[src/acis_defs.svh]
// Purpose: register offsets, field positions and reset values of the interrupt status block
// Assumes: 8-bit register space behind the two-wire slave
// Notes:   definitions only
`ifndef ACIS_DEFS_SVH
`define ACIS_DEFS_SVH
// ----------------------------------------
// register offsets
// ----------------------------------------
`define ACIS_ADDR_STATUS  8'h00
`define ACIS_ADDR_X_MSB   8'h01
`define ACIS_ADDR_Y_MSB   8'h03
`define ACIS_ADDR_Z_MSB   8'h05
`define ACIS_ADDR_SYSMODE 8'h0b
`define ACIS_ADDR_INTSRC  8'h0c
`define ACIS_ADDR_IDENT   8'h0d
`define ACIS_ADDR_FORMAT  8'h0e
`define ACIS_ADDR_CUTOFF  8'h0f
`define ACIS_ADDR_ORIENT  8'h10
`define ACIS_ADDR_FALLMO  8'h16
`define ACIS_ADDR_TRANS   8'h1e
`define ACIS_ADDR_TAP     8'h22
// ----------------------------------------
// field positions and masks
// ----------------------------------------
`define ACIS_BIT_SLEEP    7
`define ACIS_BIT_TRANS    5
`define ACIS_BIT_ORIENT   4
`define ACIS_BIT_TAP      3
`define ACIS_BIT_FALLMO   2
`define ACIS_BIT_SAMPLE   0
`define ACIS_INTSRC_USED  8'hbd
`define ACIS_MASK_FORMAT  8'h13
`define ACIS_MASK_CUTOFF  8'h33
`define ACIS_RST_FORMAT   8'h00
`define ACIS_RST_CUTOFF   8'h00
`define ACIS_AXES_ALL     3'h7
`endif

[src/acis_pkg.sv]
// Purpose: types of the interrupt status block
// Assumes: nothing
// Notes:   enum orders give the system mode read codes
`default_nettype none
package acis_pkg;
  typedef enum logic [1:0] {SYS_STANDBY, SYS_WAKE, SYS_SLEEP} acis_sysmode_type;
  typedef enum logic [3:0] {BUS_IDLE, BUS_ADDR, BUS_ADDR_ACK, BUS_REG, BUS_IN_ACK, BUS_WDATA,
                            BUS_RDATA, BUS_HOST_ACK} acis_bus_type;
  typedef struct packed {
    logic transient_active;
    logic orientation_changed_flag;
    logic tap_active;
    logic fall_motion_active;
    logic sample_set_ready_flag;
    logic sample_overwrite_flag;
  } acis_events_type;
  typedef struct packed {
    logic       highpass_output_select;
    logic [1:0] full_scale_select;
    logic       tap_highpass_bypass;
    logic       tap_lowpass_enable;
    logic [1:0] cutoff_select;
    logic       low_rate_select;
  } acis_config_type;
  typedef struct packed {
    logic [1:0] first;
    logic [1:0] second;
  } acis_sync_state_type;
  typedef struct packed {
    logic [7:0] flag;
    logic [7:0] prev;
  } acis_flag_state_type;
  typedef struct packed {
    acis_bus_type     phase;
    logic [3:0]       bitcnt;
    logic [7:0]       shift;
    logic [7:0]       pointer;
    logic             rw;
    logic             nack;
    logic             sda_oe;
    logic [7:0]       format;
    logic [7:0]       cutoff;
    acis_sysmode_type mode;
    logic             low_rate;
    logic             mode_event;
    logic [7:0]       idle_cnt;
    logic [2:0]       axes_read;
    logic             scl_d;
    logic             sda_d;
    logic             rd_strobe;
    logic [7:0]       rd_addr;
  } acis_core_type;
endpackage : acis_pkg
`default_nettype wire

[src/acis_sync.sv]
// Purpose: two-stage synchroniser for the bus pins
// Assumes: pins idle high
// Notes:   only the second stage leaves this module
`default_nettype none
module acis_sync (
  // clock and reset
  input  wire logic       sys_clk,
  input  wire logic       sys_rst,
  // pins
  input  wire logic [1:0] async_in,
  output logic      [1:0] sync_out
);
  import acis_pkg::*;
  acis_sync_state_type q;
  acis_sync_state_type next_q;

  always_comb
  begin
    next_q.first  = async_in;
    next_q.second = q.first;
  end

  // reset high so no false start appears at release
  always_ff @(posedge sys_clk)
  begin
    if (sys_rst)
      q <= '1;
    else
      q <= next_q;
  end

  assign sync_out = q.second;
endmodule : acis_sync
`default_nettype wire

[src/acis_flags.sv]
// Purpose: sticky interrupt source flags, set on a rising cause, cleared by a read
// Assumes: cause and clear come from logic on sys_clk
// Notes:   set wins over a clear in the same cycle
`include "acis_defs.svh"
`default_nettype none
module acis_flags (
  // clock and reset
  input  wire logic       sys_clk,
  input  wire logic       sys_rst,
  // causes and clears
  input  wire logic [7:0] cause,
  input  wire logic [7:0] clear,
  // flags
  output logic      [7:0] flags
);
  import acis_pkg::*;
  localparam logic [7:0] USED = `ACIS_INTSRC_USED;
  acis_flag_state_type q;
  acis_flag_state_type next_q;

  always_comb
  begin
    next_q.prev = cause;
    for (int i = 0; i < 8; i++)
      next_q.flag[i] = ((cause[i] & ~q.prev[i]) | (q.flag[i] & ~clear[i])) & USED[i];
  end

  always_ff @(posedge sys_clk)
  begin
    if (sys_rst)
      q <= '0;
    else
      q <= next_q;
  end

  assign flags = q.flag;
endmodule : acis_flags
`default_nettype wire

[src/acis_top.sv]
// Purpose: interrupt source, identity and data format registers behind a two-wire slave
// Assumes: sys_clk 40 MHz, far faster than the bus clock; event inputs on sys_clk
// Notes:   registers outside this block are read through ext_addr / ext_rd_data
`include "acis_defs.svh"
`default_nettype none
module acis_top #(
  parameter logic [7:0] ID_CODE  = 8'h5c, // arbitrary value
  parameter logic [6:0] DEV_ADDR = 7'h3a  // arbitrary value
) (
  // clock and reset
  input  wire logic                       sys_clk,
  input  wire logic                       sys_rst,
  // bus pins
  input  wire logic                       scl_in,
  input  wire logic                       sda_in,
  output logic                            sda_out,
  output logic                            sda_oe,
  // embedded function events and enables
  input  wire acis_pkg::acis_events_type  events,
  input  wire logic [7:0]                 int_enable,
  // sleep and wake control
  input  wire logic                       device_active,
  input  wire logic                       auto_sleep_enable,
  input  wire logic                       idle_tick,
  input  wire logic [7:0]                 sleep_idle_limit,
  input  wire logic [7:0]                 wake_select,
  // other registers of the device
  output logic [7:0]                      ext_addr,
  output logic                            ext_rd_strobe,
  input  wire logic [7:0]                 ext_rd_data,
  // configuration and status
  output var acis_pkg::acis_config_type   config_out,
  output logic [7:0]                      interrupt_source,
  output var acis_pkg::acis_sysmode_type  system_mode
);
  import acis_pkg::*;

  acis_core_type q;
  acis_core_type next_q;
  logic [1:0]    pins_s;
  logic          scl_s;
  logic          sda_s;
  logic          scl_rise;
  logic          scl_fall;
  logic          bus_start;
  logic          bus_stop;
  logic [7:0]    cause;
  logic [7:0]    clear;
  logic [7:0]    rd_data;
  logic [2:0]    axis_bit;
  logic          activity;
  logic          wake_hit;

  // ----------------------------------------
  // pin synchroniser and bus conditions
  // ----------------------------------------
  acis_sync u_sync (
    .sys_clk  (sys_clk),
    .sys_rst  (sys_rst),
    .async_in ({scl_in, sda_in}),
    .sync_out (pins_s)
  );

  assign scl_s     = pins_s[1];
  assign sda_s     = pins_s[0];
  assign scl_rise  = scl_s & ~q.scl_d;
  assign scl_fall  = ~scl_s & q.scl_d;
  assign bus_start = scl_s & q.scl_d & q.sda_d & ~sda_s;
  assign bus_stop  = scl_s & q.scl_d & ~q.sda_d & sda_s;

  // ----------------------------------------
  // interrupt causes and read clears
  // ----------------------------------------
  always_comb
  begin
    cause                  = 8'h00;
    cause[`ACIS_BIT_SLEEP] = q.mode_event & int_enable[`ACIS_BIT_SLEEP];
    cause[`ACIS_BIT_TRANS] = events.transient_active & int_enable[`ACIS_BIT_TRANS];
    cause[`ACIS_BIT_ORIENT] = events.orientation_changed_flag & int_enable[`ACIS_BIT_ORIENT];
    cause[`ACIS_BIT_TAP]   = events.tap_active & int_enable[`ACIS_BIT_TAP];
    cause[`ACIS_BIT_FALLMO] = events.fall_motion_active & int_enable[`ACIS_BIT_FALLMO];
    cause[`ACIS_BIT_SAMPLE] = (events.sample_set_ready_flag | events.sample_overwrite_flag)
                              & int_enable[`ACIS_BIT_SAMPLE];
  end

  always_comb
  begin
    axis_bit = 3'h0;
    if (q.rd_addr == `ACIS_ADDR_X_MSB)
      axis_bit = 3'h1;
    else if (q.rd_addr == `ACIS_ADDR_Y_MSB)
      axis_bit = 3'h2;
    else if (q.rd_addr == `ACIS_ADDR_Z_MSB)
      axis_bit = 3'h4;
    clear = 8'h00;
    if (q.rd_strobe)
    begin
      clear[`ACIS_BIT_SLEEP]  = (q.rd_addr == `ACIS_ADDR_SYSMODE);
      clear[`ACIS_BIT_TRANS]  = (q.rd_addr == `ACIS_ADDR_TRANS);
      clear[`ACIS_BIT_ORIENT] = (q.rd_addr == `ACIS_ADDR_ORIENT);
      clear[`ACIS_BIT_TAP]    = (q.rd_addr == `ACIS_ADDR_TAP);
      clear[`ACIS_BIT_FALLMO] = (q.rd_addr == `ACIS_ADDR_FALLMO);
      // a status read alone never completes the set
      clear[`ACIS_BIT_SAMPLE] = (axis_bit != 3'h0) && ((q.axes_read | axis_bit) == `ACIS_AXES_ALL);
    end
  end

  acis_flags u_flags (
    .sys_clk (sys_clk),
    .sys_rst (sys_rst),
    .cause   (cause),
    .clear   (clear),
    .flags   (interrupt_source)
  );

  assign activity = |(cause & ~8'h80);
  assign wake_hit = |(cause & wake_select);

  // ----------------------------------------
  // read data
  // ----------------------------------------
  always_comb
  begin
    case (q.pointer)
      `ACIS_ADDR_SYSMODE: rd_data = {6'h00, q.mode};
      `ACIS_ADDR_INTSRC:  rd_data = interrupt_source;
      `ACIS_ADDR_IDENT:   rd_data = ID_CODE;
      `ACIS_ADDR_FORMAT:  rd_data = q.format;
      `ACIS_ADDR_CUTOFF:  rd_data = q.cutoff;
      default:            rd_data = ext_rd_data;
    endcase
  end

  // ----------------------------------------
  // next state
  // ----------------------------------------
  always_comb
  begin
    logic do_load;
    logic do_write;
    do_load           = 1'b0;
    do_write          = 1'b0;
    next_q            = q;
    next_q.scl_d      = scl_s;
    next_q.sda_d      = sda_s;
    next_q.rd_strobe  = 1'b0;
    next_q.mode_event = 1'b0;

    if (clear[`ACIS_BIT_SAMPLE])
      next_q.axes_read = 3'h0;
    else if (q.rd_strobe)
      next_q.axes_read = q.axes_read | axis_bit;

    case (q.mode)
      SYS_STANDBY:
      begin
        next_q.idle_cnt = 8'h00;
        if (device_active)
          next_q.mode = SYS_WAKE;
      end
      SYS_WAKE:
      begin
        if (!device_active)
          next_q.mode = SYS_STANDBY;
        else if (activity)
          next_q.idle_cnt = 8'h00;
        else if (auto_sleep_enable && idle_tick)
        begin
          if (q.idle_cnt == sleep_idle_limit)
          begin
            next_q.mode       = SYS_SLEEP;
            next_q.mode_event = 1'b1;
            next_q.idle_cnt   = 8'h00;
          end
          else
            next_q.idle_cnt = q.idle_cnt + 8'h01;
        end
      end
      SYS_SLEEP:
      begin
        if (!device_active)
          next_q.mode = SYS_STANDBY;
        else if (wake_hit)
        begin
          next_q.mode       = SYS_WAKE;
          next_q.mode_event = 1'b1;
        end
      end
      default:
        next_q.mode = SYS_STANDBY;
    endcase
    next_q.low_rate = (next_q.mode == SYS_SLEEP);

    if (bus_start)
    begin
      next_q.phase  = BUS_ADDR;
      next_q.bitcnt = 4'h0;
      next_q.sda_oe = 1'b0;
    end
    else if (bus_stop)
    begin
      next_q.phase  = BUS_IDLE;
      next_q.sda_oe = 1'b0;
    end
    else
    begin
      case (q.phase)
        BUS_ADDR, BUS_REG, BUS_WDATA:
        begin
          if (scl_rise)
          begin
            next_q.shift  = {q.shift[6:0], sda_s};
            next_q.bitcnt = q.bitcnt + 4'h1;
          end
          else if (scl_fall && q.bitcnt == 4'h8)
          begin
            next_q.sda_oe = 1'b1;
            next_q.phase  = BUS_IN_ACK;
            if (q.phase == BUS_ADDR)
            begin
              next_q.rw    = q.shift[0];
              next_q.phase = BUS_ADDR_ACK;
              if (q.shift[7:1] != DEV_ADDR)
              begin
                next_q.sda_oe = 1'b0;
                next_q.phase  = BUS_IDLE;
              end
            end
            else if (q.phase == BUS_REG)
              next_q.pointer = q.shift;
            else
            begin
              do_write       = 1'b1;
              next_q.pointer = q.pointer + 8'h01;
            end
          end
        end
        BUS_ADDR_ACK, BUS_IN_ACK:
        begin
          if (scl_fall)
          begin
            next_q.sda_oe = 1'b0;
            next_q.bitcnt = 4'h0;
            next_q.phase  = (q.phase == BUS_IN_ACK) ? BUS_WDATA : BUS_REG;
            do_load       = (q.phase == BUS_ADDR_ACK) && q.rw;
          end
        end
        BUS_RDATA:
        begin
          if (scl_rise)
            next_q.bitcnt = q.bitcnt + 4'h1;
          else if (scl_fall && q.bitcnt == 4'h8)
          begin
            next_q.sda_oe = 1'b0;
            next_q.phase  = BUS_HOST_ACK;
          end
          else if (scl_fall)
          begin
            next_q.shift  = {q.shift[6:0], 1'b0};
            next_q.sda_oe = ~q.shift[6];
          end
        end
        BUS_HOST_ACK:
        begin
          if (scl_rise)
            next_q.nack = sda_s;
          else if (scl_fall && q.nack)
            next_q.phase = BUS_IDLE;
          else if (scl_fall)
            do_load = 1'b1;
        end
        default:
          next_q.phase = BUS_IDLE;
      endcase
    end

    // the read byte is captured here, so read side effects fire here too
    if (do_load)
    begin
      next_q.shift     = rd_data;
      next_q.sda_oe    = ~rd_data[7];
      next_q.rd_strobe = 1'b1;
      next_q.rd_addr   = q.pointer;
      next_q.pointer   = q.pointer + 8'h01;
      next_q.bitcnt    = 4'h0;
      next_q.phase     = BUS_RDATA;
    end

    // writes outside standby are dropped to keep the datapath consistent
    if (do_write && q.mode == SYS_STANDBY)
    begin
      case (q.pointer)
        `ACIS_ADDR_FORMAT: next_q.format = q.shift & `ACIS_MASK_FORMAT;
        `ACIS_ADDR_CUTOFF: next_q.cutoff = q.shift & `ACIS_MASK_CUTOFF;
        default:           next_q.format = q.format;
      endcase
    end
  end

  always_ff @(posedge sys_clk)
  begin
    if (sys_rst)
    begin
      q        <= '0;
      q.scl_d  <= 1'b1;
      q.sda_d  <= 1'b1;
      q.format <= `ACIS_RST_FORMAT;
      q.cutoff <= `ACIS_RST_CUTOFF;
    end
    else
      q <= next_q;
  end

  // ----------------------------------------
  // outputs
  // ----------------------------------------
  assign sda_out       = 1'b0;
  assign sda_oe        = q.sda_oe;
  assign ext_addr      = q.pointer;
  assign ext_rd_strobe = q.rd_strobe;
  assign system_mode   = q.mode;
  assign config_out.highpass_output_select = q.format[4];
  assign config_out.full_scale_select      = q.format[1:0];
  assign config_out.tap_highpass_bypass    = q.cutoff[5];
  assign config_out.tap_lowpass_enable     = q.cutoff[4];
  assign config_out.cutoff_select          = q.cutoff[1:0];
  assign config_out.low_rate_select        = q.low_rate;
endmodule : acis_top
`default_nettype wire

[config.mk]
export PLATFORM = sky130hd
export DESIGN_NAME = acis_top
export DESIGN_NICKNAME = d
export VERILOG_FILES = /design/src/acis_pkg.sv /design/src/acis_sync.sv /design/src/acis_flags.sv /design/src/acis_top.sv
export VERILOG_INCLUDE_DIRS = /design/src /design/src/src
export SDC_FILE = /design/constraint.sdc
export NUM_CORES = 1
export LEC_CHECK = 0
export ABC_AREA = 0
export ABC_CLOCK_PERIOD_IN_PS = 3350
export BUFFER_PORTS_ARGS = -buffer_cell sky130_fd_sc_hd__buf_2
export CAP_MARGIN = 10
export CORE_MARGIN = 2
export CORE_UTILIZATION = 45
export CTS_CLUSTER_DIAMETER = 80
export DETAILED_ROUTE_END_ITERATION = 8
export PLACE_DENSITY_LB_ADDON = 0.1
export SETUP_SLACK_MARGIN = 0.1
export SLEW_MARGIN = 15
export SYNTH_ARGS = -nofsm -noshare
export SYNTH_HDL_FRONTEND = slang
export SYNTH_SLANG_ARGS = --single-unit
[constraint.sdc]
create_clock -name sys_clk -period 3.35 [get_ports sys_clk]
set_clock_uncertainty 0.1 [all_clocks]
set_input_delay 0.335 -clock sys_clk [delete_from_list [all_inputs] [get_ports sys_clk]]
set_output_delay 0.335 -clock sys_clk [all_outputs]
set_load 0.01 [all_outputs]
# After elaboration in Yosys (flattened, before gate mapping)
# Index checks and enable logic that the tools add are counted.
totals:
  ff_bits: 78
  in_bits: 45
  out_inout_bits: 29
  elab_cells: 261
op_classes:
  addsub: 3
  eq_ne: 61
  n_mux: 83
  bitwise_logic: 55
  n_reduce_logical: 34
op_table:
  columns: ["cell", "count"]
  rows:
  - ["8-bit two-way mux", 8]
  - ["9-bit two-way mux", 6]
  - ["8-bit by 4-bit equality test with 1-bit output (second input constant)", 6]
  - ["8-bit case mux with 5 select lines", 1]
  - ["4-bit two-way mux", 9]
  - ["5-bit inequality test (second input constant)", 7]
  - ["1-bit two-way mux", 33]
  - ["8-bit case mux with 2 select lines", 2]
  - ["4-bit inequality test (second input constant)", 7]
  - ["7-bit AND reduction", 4]
  - ["1-bit bitwise AND", 25]
  - ["8-bit by 5-bit equality test with 1-bit output (second input constant)", 3]
  - ["23-bit two-way mux", 1]
  - ["22-bit two-way mux", 1]
  - ["1-bit NOT", 21]
  - ["2-bit inequality test (second input constant)", 10]
  - ["18-bit two-way mux", 1]
  - ["6-bit AND reduction", 3]
  - ["8-bit by 1-bit adder with 8-bit output (second input constant)", 2]
  - ["4-bit by 3-bit equality test with 1-bit output (second input constant)", 4]
  - ["2-bit two-way mux", 8]
  - ["4-bit case mux with 4 select lines", 1]
  - ["3-bit two-way mux", 5]
  - ["3-bit inequality test (second input constant)", 5]
  - ["38 further kinds", 63]

# Depth between registers and ports, before layout
# Gate-level depths: netlist of the first run.
logic_depth:
  word_depth: 11
  depth_mapped: 9
  depth_no_buf: 7

# Hierarchy
# Synthesis of the first run repeated with hierarchy kept, for this count alone.
unflattened:
  cells_unflattened: 531
  area_unflattened_um2: 4455.5
modules_own_cells:
  columns: ["mod", "n_inst", "cells_per_inst", "area_per_inst_um2", "seq_area_each_um2"]
  rows:
  - ["acis_top", 1, 477, 3849.9, 1181.1]
  - ["acis_flags", 1, 46, 500.5, 240.2]
  - ["acis_sync", 1, 8, 105.1, 80.1]

# Worst setup path after synthesis of the first run
# Ideal clock, no wire load.
synth_path:
  path_kind: "register to register"
  startpoint: "register q (netlist bit ext_addr[0])"
  endpoint: "register q[60] (netlist name)"
  setup_time_ns: 0.071
  arrival_time_ns: 2.118
  t_required_ns: 3.179
  path_slack_ns: 1.061
  stages_incl_launch_ff: 8
  path_buffers: 0
  period_less_slack_ns: 2.289
  cell_sequence: "dfxtp_1 -> inv_1 -> ha_1 -> o31a_1 -> o211ai_1 -> a221oi_1 -> or3_1 -> a21oi_1"
synth_via:
  elab_chain_cells: 3
  elab_cells_between_ends: 7
  cone_classes: "eq/ne: 5; mux: 2"
synth_lines:
  columns: ["item", "line_no", "source"]
  rows:
  - ["start, declared", "acis_top.sv:38", "acis_core_type q;"]
  - ["start signal, assigned", "acis_top.sv:311", "q <= next_q;"]
  - ["8-bit by 4-bit equality test with 1-bit output", "acis_top.sv:124", "case (q.pointer)"]
  - ["8-bit case mux with 5 select lines *", "acis_top.sv:124", null]
  - ["23-bit two-way mux *", "acis_top.sv:278", "if (do_load)"]
# Every way passes the cells marked *; elsewhere a longest branch is shown, timed or not.
# A chain may end at the register's enable or synchronous reset.

# Worst setup path after layout of the first run
# Same ends and word-level chain as after synthesis.

==> results of run 1 <==
-- registers in the layout, indices dropped and copies added (netlist names) --
register and count:
u_sync.next_q 2, q 39, config_out 8, sda_oe 1
system_mode 2, u_flags.flags 6, ext_addr 8, ext_rd_strobe 1
u_flags.q 6, u_sync.sync_out 2
-- through the flow --
stage	cells	total power, mW	hold slack [ns]
CTS	700	2.05	0.0559
floorplan	534	1.26	0.289
detailed placement	685	1.37	0.298
finish	700	2.04	0.0683
global route	700	2.15	0.0543
global placement	685	1.36	0.294
-- routing by layer --
metal  share of wire, %  vias to the layer above  wire (um)  global-route usage, %
met5                  0                        -          0                      0
met3                5.6                       14        609                   4.86
met2                 45                      116       4930                   32.1
li1                   -                     1961          -                      -
met1                 48                     1885       5290                   31.1
met4                1.2                        0        131                   6.97
-- where the power goes --
part           internal, mW  switching (mW)
clock                 0.341           0.352
combinational         0.167           0.217
sequential            0.920          0.0469
-- how the worst min path moves through the flow --
stage	from	to	cells after the start
after floorplan	u_sync.next_q[0]$_SDFF_PP1_	u_sync.sync_out[0]$_SDFF_PP1_	1
after global placement	u_sync.next_q[0]$_SDFF_PP1_	u_sync.sync_out[0]$_SDFF_PP1_	1
after detailed placement	u_sync.next_q[0]$_SDFF_PP1_	u_sync.sync_out[0]$_SDFF_PP1_	1
after CTS	sda_in	u_sync.next_q[0]$_SDFF_PP1_	2
after global routing	sda_in	u_sync.next_q[0]$_SDFF_PP1_	2
final	sda_in	u_sync.next_q[0]$_SDFF_PP1_	2
-- critical path, delay by kind of cell (launching register included) --
family	cells	cell delay, ns
AND/OR/NAND/NOR	1	0.38
AO/OA/AOI/OAI	4	0.80
flip-flops	1	0.57
adder cells (fa/ha/maj)	1	0.33
buffers and inverters	1	0.16
-- cell usage after synthesis (all sizes together) (5+ instances only) --
master	instances
a21oi	36
xnor2	11
xor2	6
a221oi	7
o21ai	25
or2	10
ha	11
nor3b	6
a22oi	5
nand2	44
and3b	6
nor2b	6
nand4	7
and2	9
dfxtp	75
mux2i	18
nand3	18
clkbuf	14
buf	39
inv	13
nor2	63
a211oi	5
nor3	14
-- kinds of logic (layout without fill, tap and decap cells) --
group	after synthesis	after routing	share of synthesized area [%]
and+or+nand+nor	211	211	25.1
DFF	75	75	34.6
AOI/OAI and AO/OA	133	133	20.8
adders and majority gates	11	11	3.17
muxes	18	18	4.16
buffers and inverters	66	103	8.66
xor gates and xnor gates	17	17	3.43
other	1	3	0.0865
-- cell type report --
| cell class | count | area (sq um) | area share (%) |
|---|---|---|---|
| Clock buffer | 9 | 124 | 2.60 |
| Clock inverter | 6 | 66.3 | 1.39 |
| Inverter | 13 | 48.8 | 1.02 |
| Multi-Input combinational cell | 393 | 2470 | 51.7 |
| Sequential cell | 75 | 1500 | 31.5 |
| Tap cell | 129 | 161 | 3.39 |
| Timing Repair Buffer | 75 | 398 | 8.35 |
==> results.py, run 1 <==
metrics = {
    "cells_and_area": {
        "final_nets": 623,
        "syn2layout_area_growth_pct": 9.93,
        "utilization_pct": 51.3,
        "final_cell_mix": "dfxtp_1, buf_2, nor2_1",
        "final_common_cell": "dfxtp_1",
        "drive_above_1_share_pct": 18.9,
        "fillers": 937,
        "final_area_sq_um": 4770,
        "antennaDiodeCount": 0,
    },
    "power_and_ir_drop": {
        "leakagePower_nw": 1.90,
        "p_per_area_nw_per_um2": 429,
        "max-vdd-ir-drop_mv": 0.152,
    },
    "floorplan": {
        "std_cell_rows": 35,
        "initial_core_util_pct": 46.7,
        "die-width_um": 102,
        "ios": 74,
        "core_sq_um": 9280,
        "die_h_um": 102,
        "die-area_sq_um": 10400,
    },
    "placement": {
        "place_area_sq_um": 4580,
        "gp_congestion": 0.897,
        "numPortBuffers": 66,
        "dp.final_hpwl_um": 7990,
        "dp_slack_ns": 1.00,
    },
    "global_routing": {
        "grt_pass1_wl_um": 17900,
        "grt-ovfl-total": 0,
        "antenna_found_initial": 0,
        "grt_pass1_vias": 3596,
        "grt_max_degree": 48,
        "grt_use_total_pct": 21.6,
    },
    "sta": {
        "finalWorstSetupSlack_ns": 0.938,
        "drv_slew": 0,
        "final.period_utilization_pct": 72.0,
        "max_freq_mhz": 415,
        "fin_crit_ns": 2.41,
        "tightest_slew_ns": 0.857,
        "setup_viol": 0,
        "slew_headroom_pct": 42.9,
        "fin_setup_tns_ns": 0,
        "finalHoldViolCount": 0,
        "rsz0062_at_grt": "no",
    },
    "setup_path": {
        "regToRegSetupSlack_ns": 0.94,
        "ff2ff_path_depth": 7,
        "worstSetupStartpointType": "register",
        "worstSetupPathType": "register to register",
        "crit_end": "q[60]$_SDFFE_PP0P_",
        "critPathMaxFanout": 9,
        "cp.arrival_ns": 2.59,
        "crit_slowest_cell": "dfxtp_1",
        "end_kind": "register",
        "r2r-start": "ext_addr[0]$_SDFFE_PP0P_",
        "r2r-end": "q[60]$_SDFFE_PP0P_",
        "required_ns": 3.53,
        "cp_cell_sequence": "inv_1, ha_1, o31a_1, o211ai_1, a221oi_1, or3_1, a21oi_1",
        "crit_path_start": "ext_addr[0]$_SDFFE_PP0P_",
        "slowest_delay_ns": 0.57,
    },
    "logic_synthesis": {
        "yosys.area.top_type": "dfxtp_1",
        "yosysSeqAreaShare_pct": 34.6,
        "synth_cell_types": 65,
        "ys_async_sr_fraction_pct": 0,
        "ys.warnings.count": 0,
        "syn_avg_cell_area_sq_um": 8.15,
        "synth_edf_count": 0,
        "ys_ff_latch": 75,
        "syn_area_sq_um": 4340,
        "synthFlopType": "dfxtp_1",
        "synth_area_leaders": "dfxtp_1, nor2_1, buf_4, a21oi_1, mux2i_1",
        "synth_top_area_share_pct": 34.6,
        "netlist_instances": 532,
    },
    "clocking": {
        "clk_latency_ns": 0.35,
        "cts_setup_buffers": 0,
        "numCtsBuffers": 9,
        "clock_sinks": 75,
        "cts.htree.levels": 3,
        "cts.clk_slew.worst_paths_ns": 0.08,
        "hold_buffers": 0,
        "cts_tree": "done",
        "post_cts_resized": 0,
        "cts_buffer_depth": 2,
        "ctsRootBufferMaster": "clkbuf_8",
    },
    "drt": {
        "drt_iter0_drc": 210,
        "drc": 0,
        "routed_wl_um": 11000,
        "antenna_left": 0,
        "vias": 3976,
        "wl_per_cell_um": 15.7,
        "via_per_inst": 5.68,
        "first_pass_iters": 4,
    },
    "job": {
        "maxCapViolCount": 0,
    },
    "worst_hold_path": {
        "hold_path.class": "input pin to register",
    },
    "run_status": {
        "outcome": "completed",
    },
}
Power figures use the tool's default switching activity.
==> run 2: changes to the inputs <==
- ABC_CLOCK_PERIOD_IN_PS: 3350 -> 2000
- clock period: 3.35 -> 2 ns (I/O delays scaled with it)
==> results.py, run 2 (synthesized netlist as in run 1, its figures left out) <==
metrics = {
    "cells_and_area": {
        "fillers": 866,
        "final_common_cell": "buf_2",
        "final_cell_mix": "buf_2, dfxtp_1, nor2_1",
        "final_nets": 685,
        "largest_reg_flops": 39,
        "multi_input_area_sq_um": 2690,
        "final_area_sq_um": 5570,
        "fin_cells": 763,
        "antennaDiodeCount": 0,
        "regMostFlops": "q",
        "register_area_sq_um": 1530,
        "drive_above_1_share_pct": 33.0,
        "syn2layout_area_growth_pct": 28.6,
    },
    "setup_path": {
        "cp.arrival_ns": 2.18,
        "required_ns": 2.15,
        "worstSetupStartpointType": "register",
        "crit_slowest_cell": "dfxtp_4",
        "cp_cell_sequence": "nor4_4, o211ai_1, buf_4, a221o_1, a221oi_2, nor3_2",
        "end_kind": "register",
        "critPathMaxFanout": 7,
        "worstSetupPathType": "register to register",
        "crit_buf_inv": 1,
        "cp_top_family": "compound AO/OA/AOI/OAI gates",
        "slowest_delay_ns": 0.38,
    },
    "floorplan": {
        "core_sq_um": 9280,
        "die_h_um": 102,
        "ios": 74,
        "initial_core_util_pct": 46.7,
        "std_cell_rows": 35,
        "die-width_um": 102,
        "die-area_sq_um": 10400,
    },
    "sta": {
        "drv_slew": 0,
        "fin_crit_ns": 2.04,
        "rsz0062_at_grt": "yes",
        "tightest_slew_ns": 0.629,
        "fin_setup_tns_ns": -0.0634,
        "final.period_utilization_pct": 102,
        "finalWorstSetupSlack_ns": -0.0359,
        "finalHoldViolCount": 0,
        "setup_viol": 2,
        "max_freq_mhz": 491,
        "slew_headroom_pct": 57.6,
    },
    "global_routing": {
        "grt_max_degree": 36,
        "grt_pass1_wl_um": 19500,
        "grt-ovfl-total": 0,
        "grt_pass1_vias": 4033,
        "grt_use_total_pct": 24.0,
        "antenna_found_initial": 0,
    },
    "drt": {
        "antenna_left": 0,
        "via_per_inst": 5.46,
        "drt_iter0_drc": 244,
        "routed_wl_um": 12200,
        "vias": 4168,
        "first_pass_iters": 4,
        "wl_per_cell_um": 16.0,
        "drc": 0,
    },
    "power_and_ir_drop": {
        "p_per_area_nw_per_um2": 681,
        "max-vdd-ir-drop_mv": 0.419,
        "leakagePower_nw": 2.32,
        "power_mw": 3.80,
    },
    "clocking": {
        "cts.htree.levels": 3,
        "cts_buffer_depth": 2,
        "ctsRootBufferMaster": "clkbuf_8",
        "clock_sinks": 75,
        "cts.clk_slew.worst_paths_ns": 0.09,
        "clk_latency_ns": 0.36,
        "numCtsBuffers": 9,
        "cts_tree": "done",
    },
    "placement": {
        "dp.cells": 730,
        "dp_slack_ns": -0.0437,
        "numPortBuffers": 66,
        "gp_congestion": 0.857,
        "dp.final_hpwl_um": 8930,
        "place_area_sq_um": 5000,
    },
    "worst_hold_path": {
        "hold_path.class": "input pin to register",
    },
    "run_status": {
        "violations": "setup timing",
        "outcome": "finished, violations left",
    },
    "job": {
        "maxCapViolCount": 0,
    },
}
run 2: cell types whose count changed in the layout (fill, tap and decap cells not counted), moves of 4 or more:
cell	change
ha_4	+4
a221oi_1	-7
dfxtp_4	+4
inv_1	-4
dfxtp_1	-11
ha_1	-4
a221oi_2	+6
dlygate4sd3_1	+4
buf_4	+52
buf_6	+4
dfxtp_2	+7
run 2: final timing paths:
kind	end	cells past startpoint	from	slack, ns
max	q[54]$_SDFFE_PP0P_	6	ext_addr[7]$_SDFFE_PP0P_	-0.04
min	u_flags.q[5]$_SDFF_PP0_	3	events[5]	0.01
max reg2reg	q[54]$_SDFFE_PP0P_	6	ext_addr[7]$_SDFFE_PP0P_	-0.04
min reg2reg	u_sync.sync_out[1]$_SDFF_PP1_	1	u_sync.next_q[1]$_SDFF_PP1_	0.32
run 2: where the power goes:
part           internal, mW  switching, mW  leakage, nW
sequential             1.54         0.0614        0.614
combinational         0.342          0.444         1.59
clock                 0.790          0.621        0.123
total                  2.67           1.13         2.32
run 2: stage by stage:
step	util [%]	hold slack, ns
floorplan	-	0.204
global route	60.0	0.0152
CTS	59.0	0.00379
detailed placement	53.9	0.287
global placement	53.9	0.286
finish	60.0	0.0102
run 2: final cells by class:
cell class | instances | area share [%]
Clock inverter | 6 | 1.64
Inverter | 13 | 1.01
Clock buffer | 10 | 2.67
Sequential cell | 75 | 27.4
Timing Repair Buffer | 137 | 16.1
Tap cell | 129 | 2.90
Multi-Input combinational cell | 393 | 48.3
run 2: what timing repair did:
item / in CTS / in global routing
resized for setup: 27 / 25
buffers inserted: 10 / 2
hold endpoints to repair: 4 / 0
hold buffers: 4 / 0
pin swaps: 10 / 14
endpoints found under the setup margin: 24 / 29
cloned: 1 / 0
run 2: worst register-to-register path: stages, from the launching register on:
cell and delay, ns:
dfxtp_4 0.38, nor4_4 0.39, o211ai_1 0.19, buf_4 0.21, a221o_1 0.32, a221oi_2 0.27
nor3_2 0.07
run 2: per-layer routing:
metal / part of all wire [%] / up-vias / track usage (%)
li1: - / 2088 / -
met5: 0 / - / 0
met2: 48 / 123 / 40.8
met3: 6.6 / 10 / 5.61
met1: 44 / 1947 / 30.9
met4: 1.0 / 0 / 5.74
==> run 3: changes to the inputs <==
==> constraint.sdc (replaced) <==
create_clock -name sys_clk -period 2 [get_ports sys_clk]
set_clock_uncertainty 0.1 [all_clocks]
set_input_delay 0.1 -clock sys_clk [delete_from_list [all_inputs] [get_ports sys_clk]]
set_output_delay 0.1 -clock sys_clk [all_outputs]
set_load 0.01 [all_outputs]
==> results.py, run 3 (synthesized netlist as in run 1, its figures left out) <==
metrics = {
    "drt": {
        "drt_iter0_drc": 148,
        "antenna_left": 0,
        "vias": 4241,
        "wl_per_cell_um": 15.8,
        "first_pass_iters": 5,
        "routed_wl_um": 12200,
        "via_per_inst": 5.49,
        "drc": 0,
    },
    "setup_path": {
        "r2r-end": "config_out[1]$_SDFFE_PP0P_",
        "worstSetupStartpointType": "register",
        "ff2ff_path_depth": 7,
        "worstSetupPathType": "register to register",
        "critPathMaxFanout": 5,
        "end_kind": "register",
        "cp_top_family": "simple AND/OR/NAND/NOR gates",
        "crit_slowest_cell": "or4_4",
        "cp.arrival_ns": 2.12,
        "crit_end": "config_out[1]$_SDFFE_PP0P_",
        "regToRegSetupSlack_ns": 0.02,
        "cp.depth": 7,
        "required_ns": 2.14,
        "cp_cell_sequence": "inv_2, ha_4, and3b_2, nand3_4, or4_4, mux2i_1, nor2_1",
        "crit_path_start": "q[61]$_SDFFE_PP0P_",
        "slowest_delay_ns": 0.62,
        "r2r-start": "q[61]$_SDFFE_PP0P_",
        "crit_buf_inv": 1,
    },
    "sta": {
        "fin_crit_ns": 1.98,
        "max_freq_mhz": 506,
        "finalHoldWorstSlack_ns": 0.0273,
        "setup_viol": 0,
        "fin_setup_tns_ns": 0,
        "finalHoldViolCount": 0,
        "final.period_utilization_pct": 98.9,
        "rsz0062_at_grt": "yes",
        "drv_slew": 0,
        "finalWorstSetupSlack_ns": 0.0218,
    },
    "placement": {
        "dp.final_hpwl_um": 8780,
        "numPortBuffers": 66,
        "dp.cells": 730,
        "dp_slack_ns": -0.0517,
        "gp_congestion": 0.852,
    },
    "global_routing": {
        "grt_pass1_wl_um": 19700,
        "grt_pass1_vias": 4007,
        "antenna_found_initial": 0,
        "grt_max_degree": 47,
        "grt_use_total_pct": 24.2,
        "grt-ovfl-total": 0,
    },
    "clocking": {
        "cts.clk_slew.worst_paths_ns": 0.09,
        "ctsRootBufferMaster": "clkbuf_8",
        "clk_latency_ns": 0.36,
        "cts_buffer_depth": 2,
        "cts.htree.levels": 3,
        "clock_sinks": 75,
        "numCtsBuffers": 9,
        "cts_tree": "done",
    },
    "floorplan": {
        "die-width_um": 102,
        "die-area_sq_um": 10400,
        "die_h_um": 102,
        "ios": 74,
        "core_sq_um": 9280,
        "std_cell_rows": 35,
        "initial_core_util_pct": 46.7,
    },
    "cells_and_area": {
        "final_nets": 694,
        "drive_above_1_share_pct": 33.0,
        "fin_cells": 772,
        "largest_reg_flops": 39,
        "regMostFlops": "q",
        "final_cell_mix": "buf_2, dfxtp_1, buf_4",
        "syn2layout_area_growth_pct": 29.4,
        "final_common_cell": "buf_2",
        "antennaDiodeCount": 0,
    },
    "worst_hold_path": {
        "whs_path_depth": 4,
        "hold_path.class": "input pin to register",
    },
    "run_status": {
        "outcome": "completed",
    },
    "power_and_ir_drop": {
        "max-vdd-ir-drop_mv": 0.393,
        "power_mw": 3.56,
        "leakagePower_nw": 2.33,
        "p_per_area_nw_per_um2": 634,
    },
    "job": {
        "maxCapViolCount": 0,
    },
}
run 3: cell types whose count changed in the layout (fill, tap and decap cells not counted), sizes merged:
cell and delta:
inv -1, dlygate4sd3 +7, clkinv +3, buf +2
bufinv -2
run 3: layout make-up:
class / count / area, sq um
Clock buffer: 10 / 149
Clock inverter: 6 / 45.0
Fill cell: 913 / 3670
Inverter: 13 / 56.3
Multi-Input combinational cell: 393 / 2690
Sequential cell: 75 / 1520
Tap cell: 129 / 161
Timing Repair Buffer: 146 / 980
run 3: through the flow:
step	utilization [%]	area, sq um
finish	60.4	5610
global route	60.4	5610
CTS	58.8	5460
detailed placement	53.9	5000
global placement	53.9	5000
floorplan	-	4430
run 3: repair_timing:
action	CTS	global route
endpoints found under the setup margin	23	30
cloned	1	0
buffers inserted	12	3
resized for setup	14	35
endpoints found under the hold margin	7	0
hold buffers	11	0
pin swaps	9	17
run 3: worst min-delay path by stage:
stage | end | from | slack [ns]
after global routing | u_flags.q[3]$_SDFF_PP0_ | sys_rst | 0.03
after floorplan | u_sync.next_q[0]$_SDFF_PP1_ | sda_in | 0.10
final | u_flags.flags[5]$_SDFF_PP0_ | events[5] | 0.03
after detailed placement | u_sync.next_q[0]$_SDFF_PP1_ | sda_in | 0.19
after CTS | u_flags.q[3]$_SDFF_PP0_ | sys_rst | 0.01
after global placement | u_sync.next_q[0]$_SDFF_PP1_ | sda_in | 0.18
run 3: worst register-to-register path, cell delays in order (launching register included):
cell and delay, ns:
dfxtp_2 0.33, inv_2 0.07, ha_4 0.12, and3b_2 0.26, nand3_4 0.16, or4_4 0.62, mux2i_1 0.17, nor2_1 0.05
run 3: routing by layer:
metal | part of all wire [%] | track usage, % | routed length (um)
met1 | 46 | 32.4 | 5590
met2 | 47 | 39.5 | 5770
met3 | 5.7 | 5.61 | 694
met4 | 1.1 | 6.15 | 140
met5 | 0 | 0 | 0
run 3: where the power goes:
part / switching (mW) / internal, mW / total, mW
logic: 0.452 / 0.354 / 0.806
clock network: 0.622 / 0.535 / 1.16
registers: 0.0583 / 1.54 / 1.59
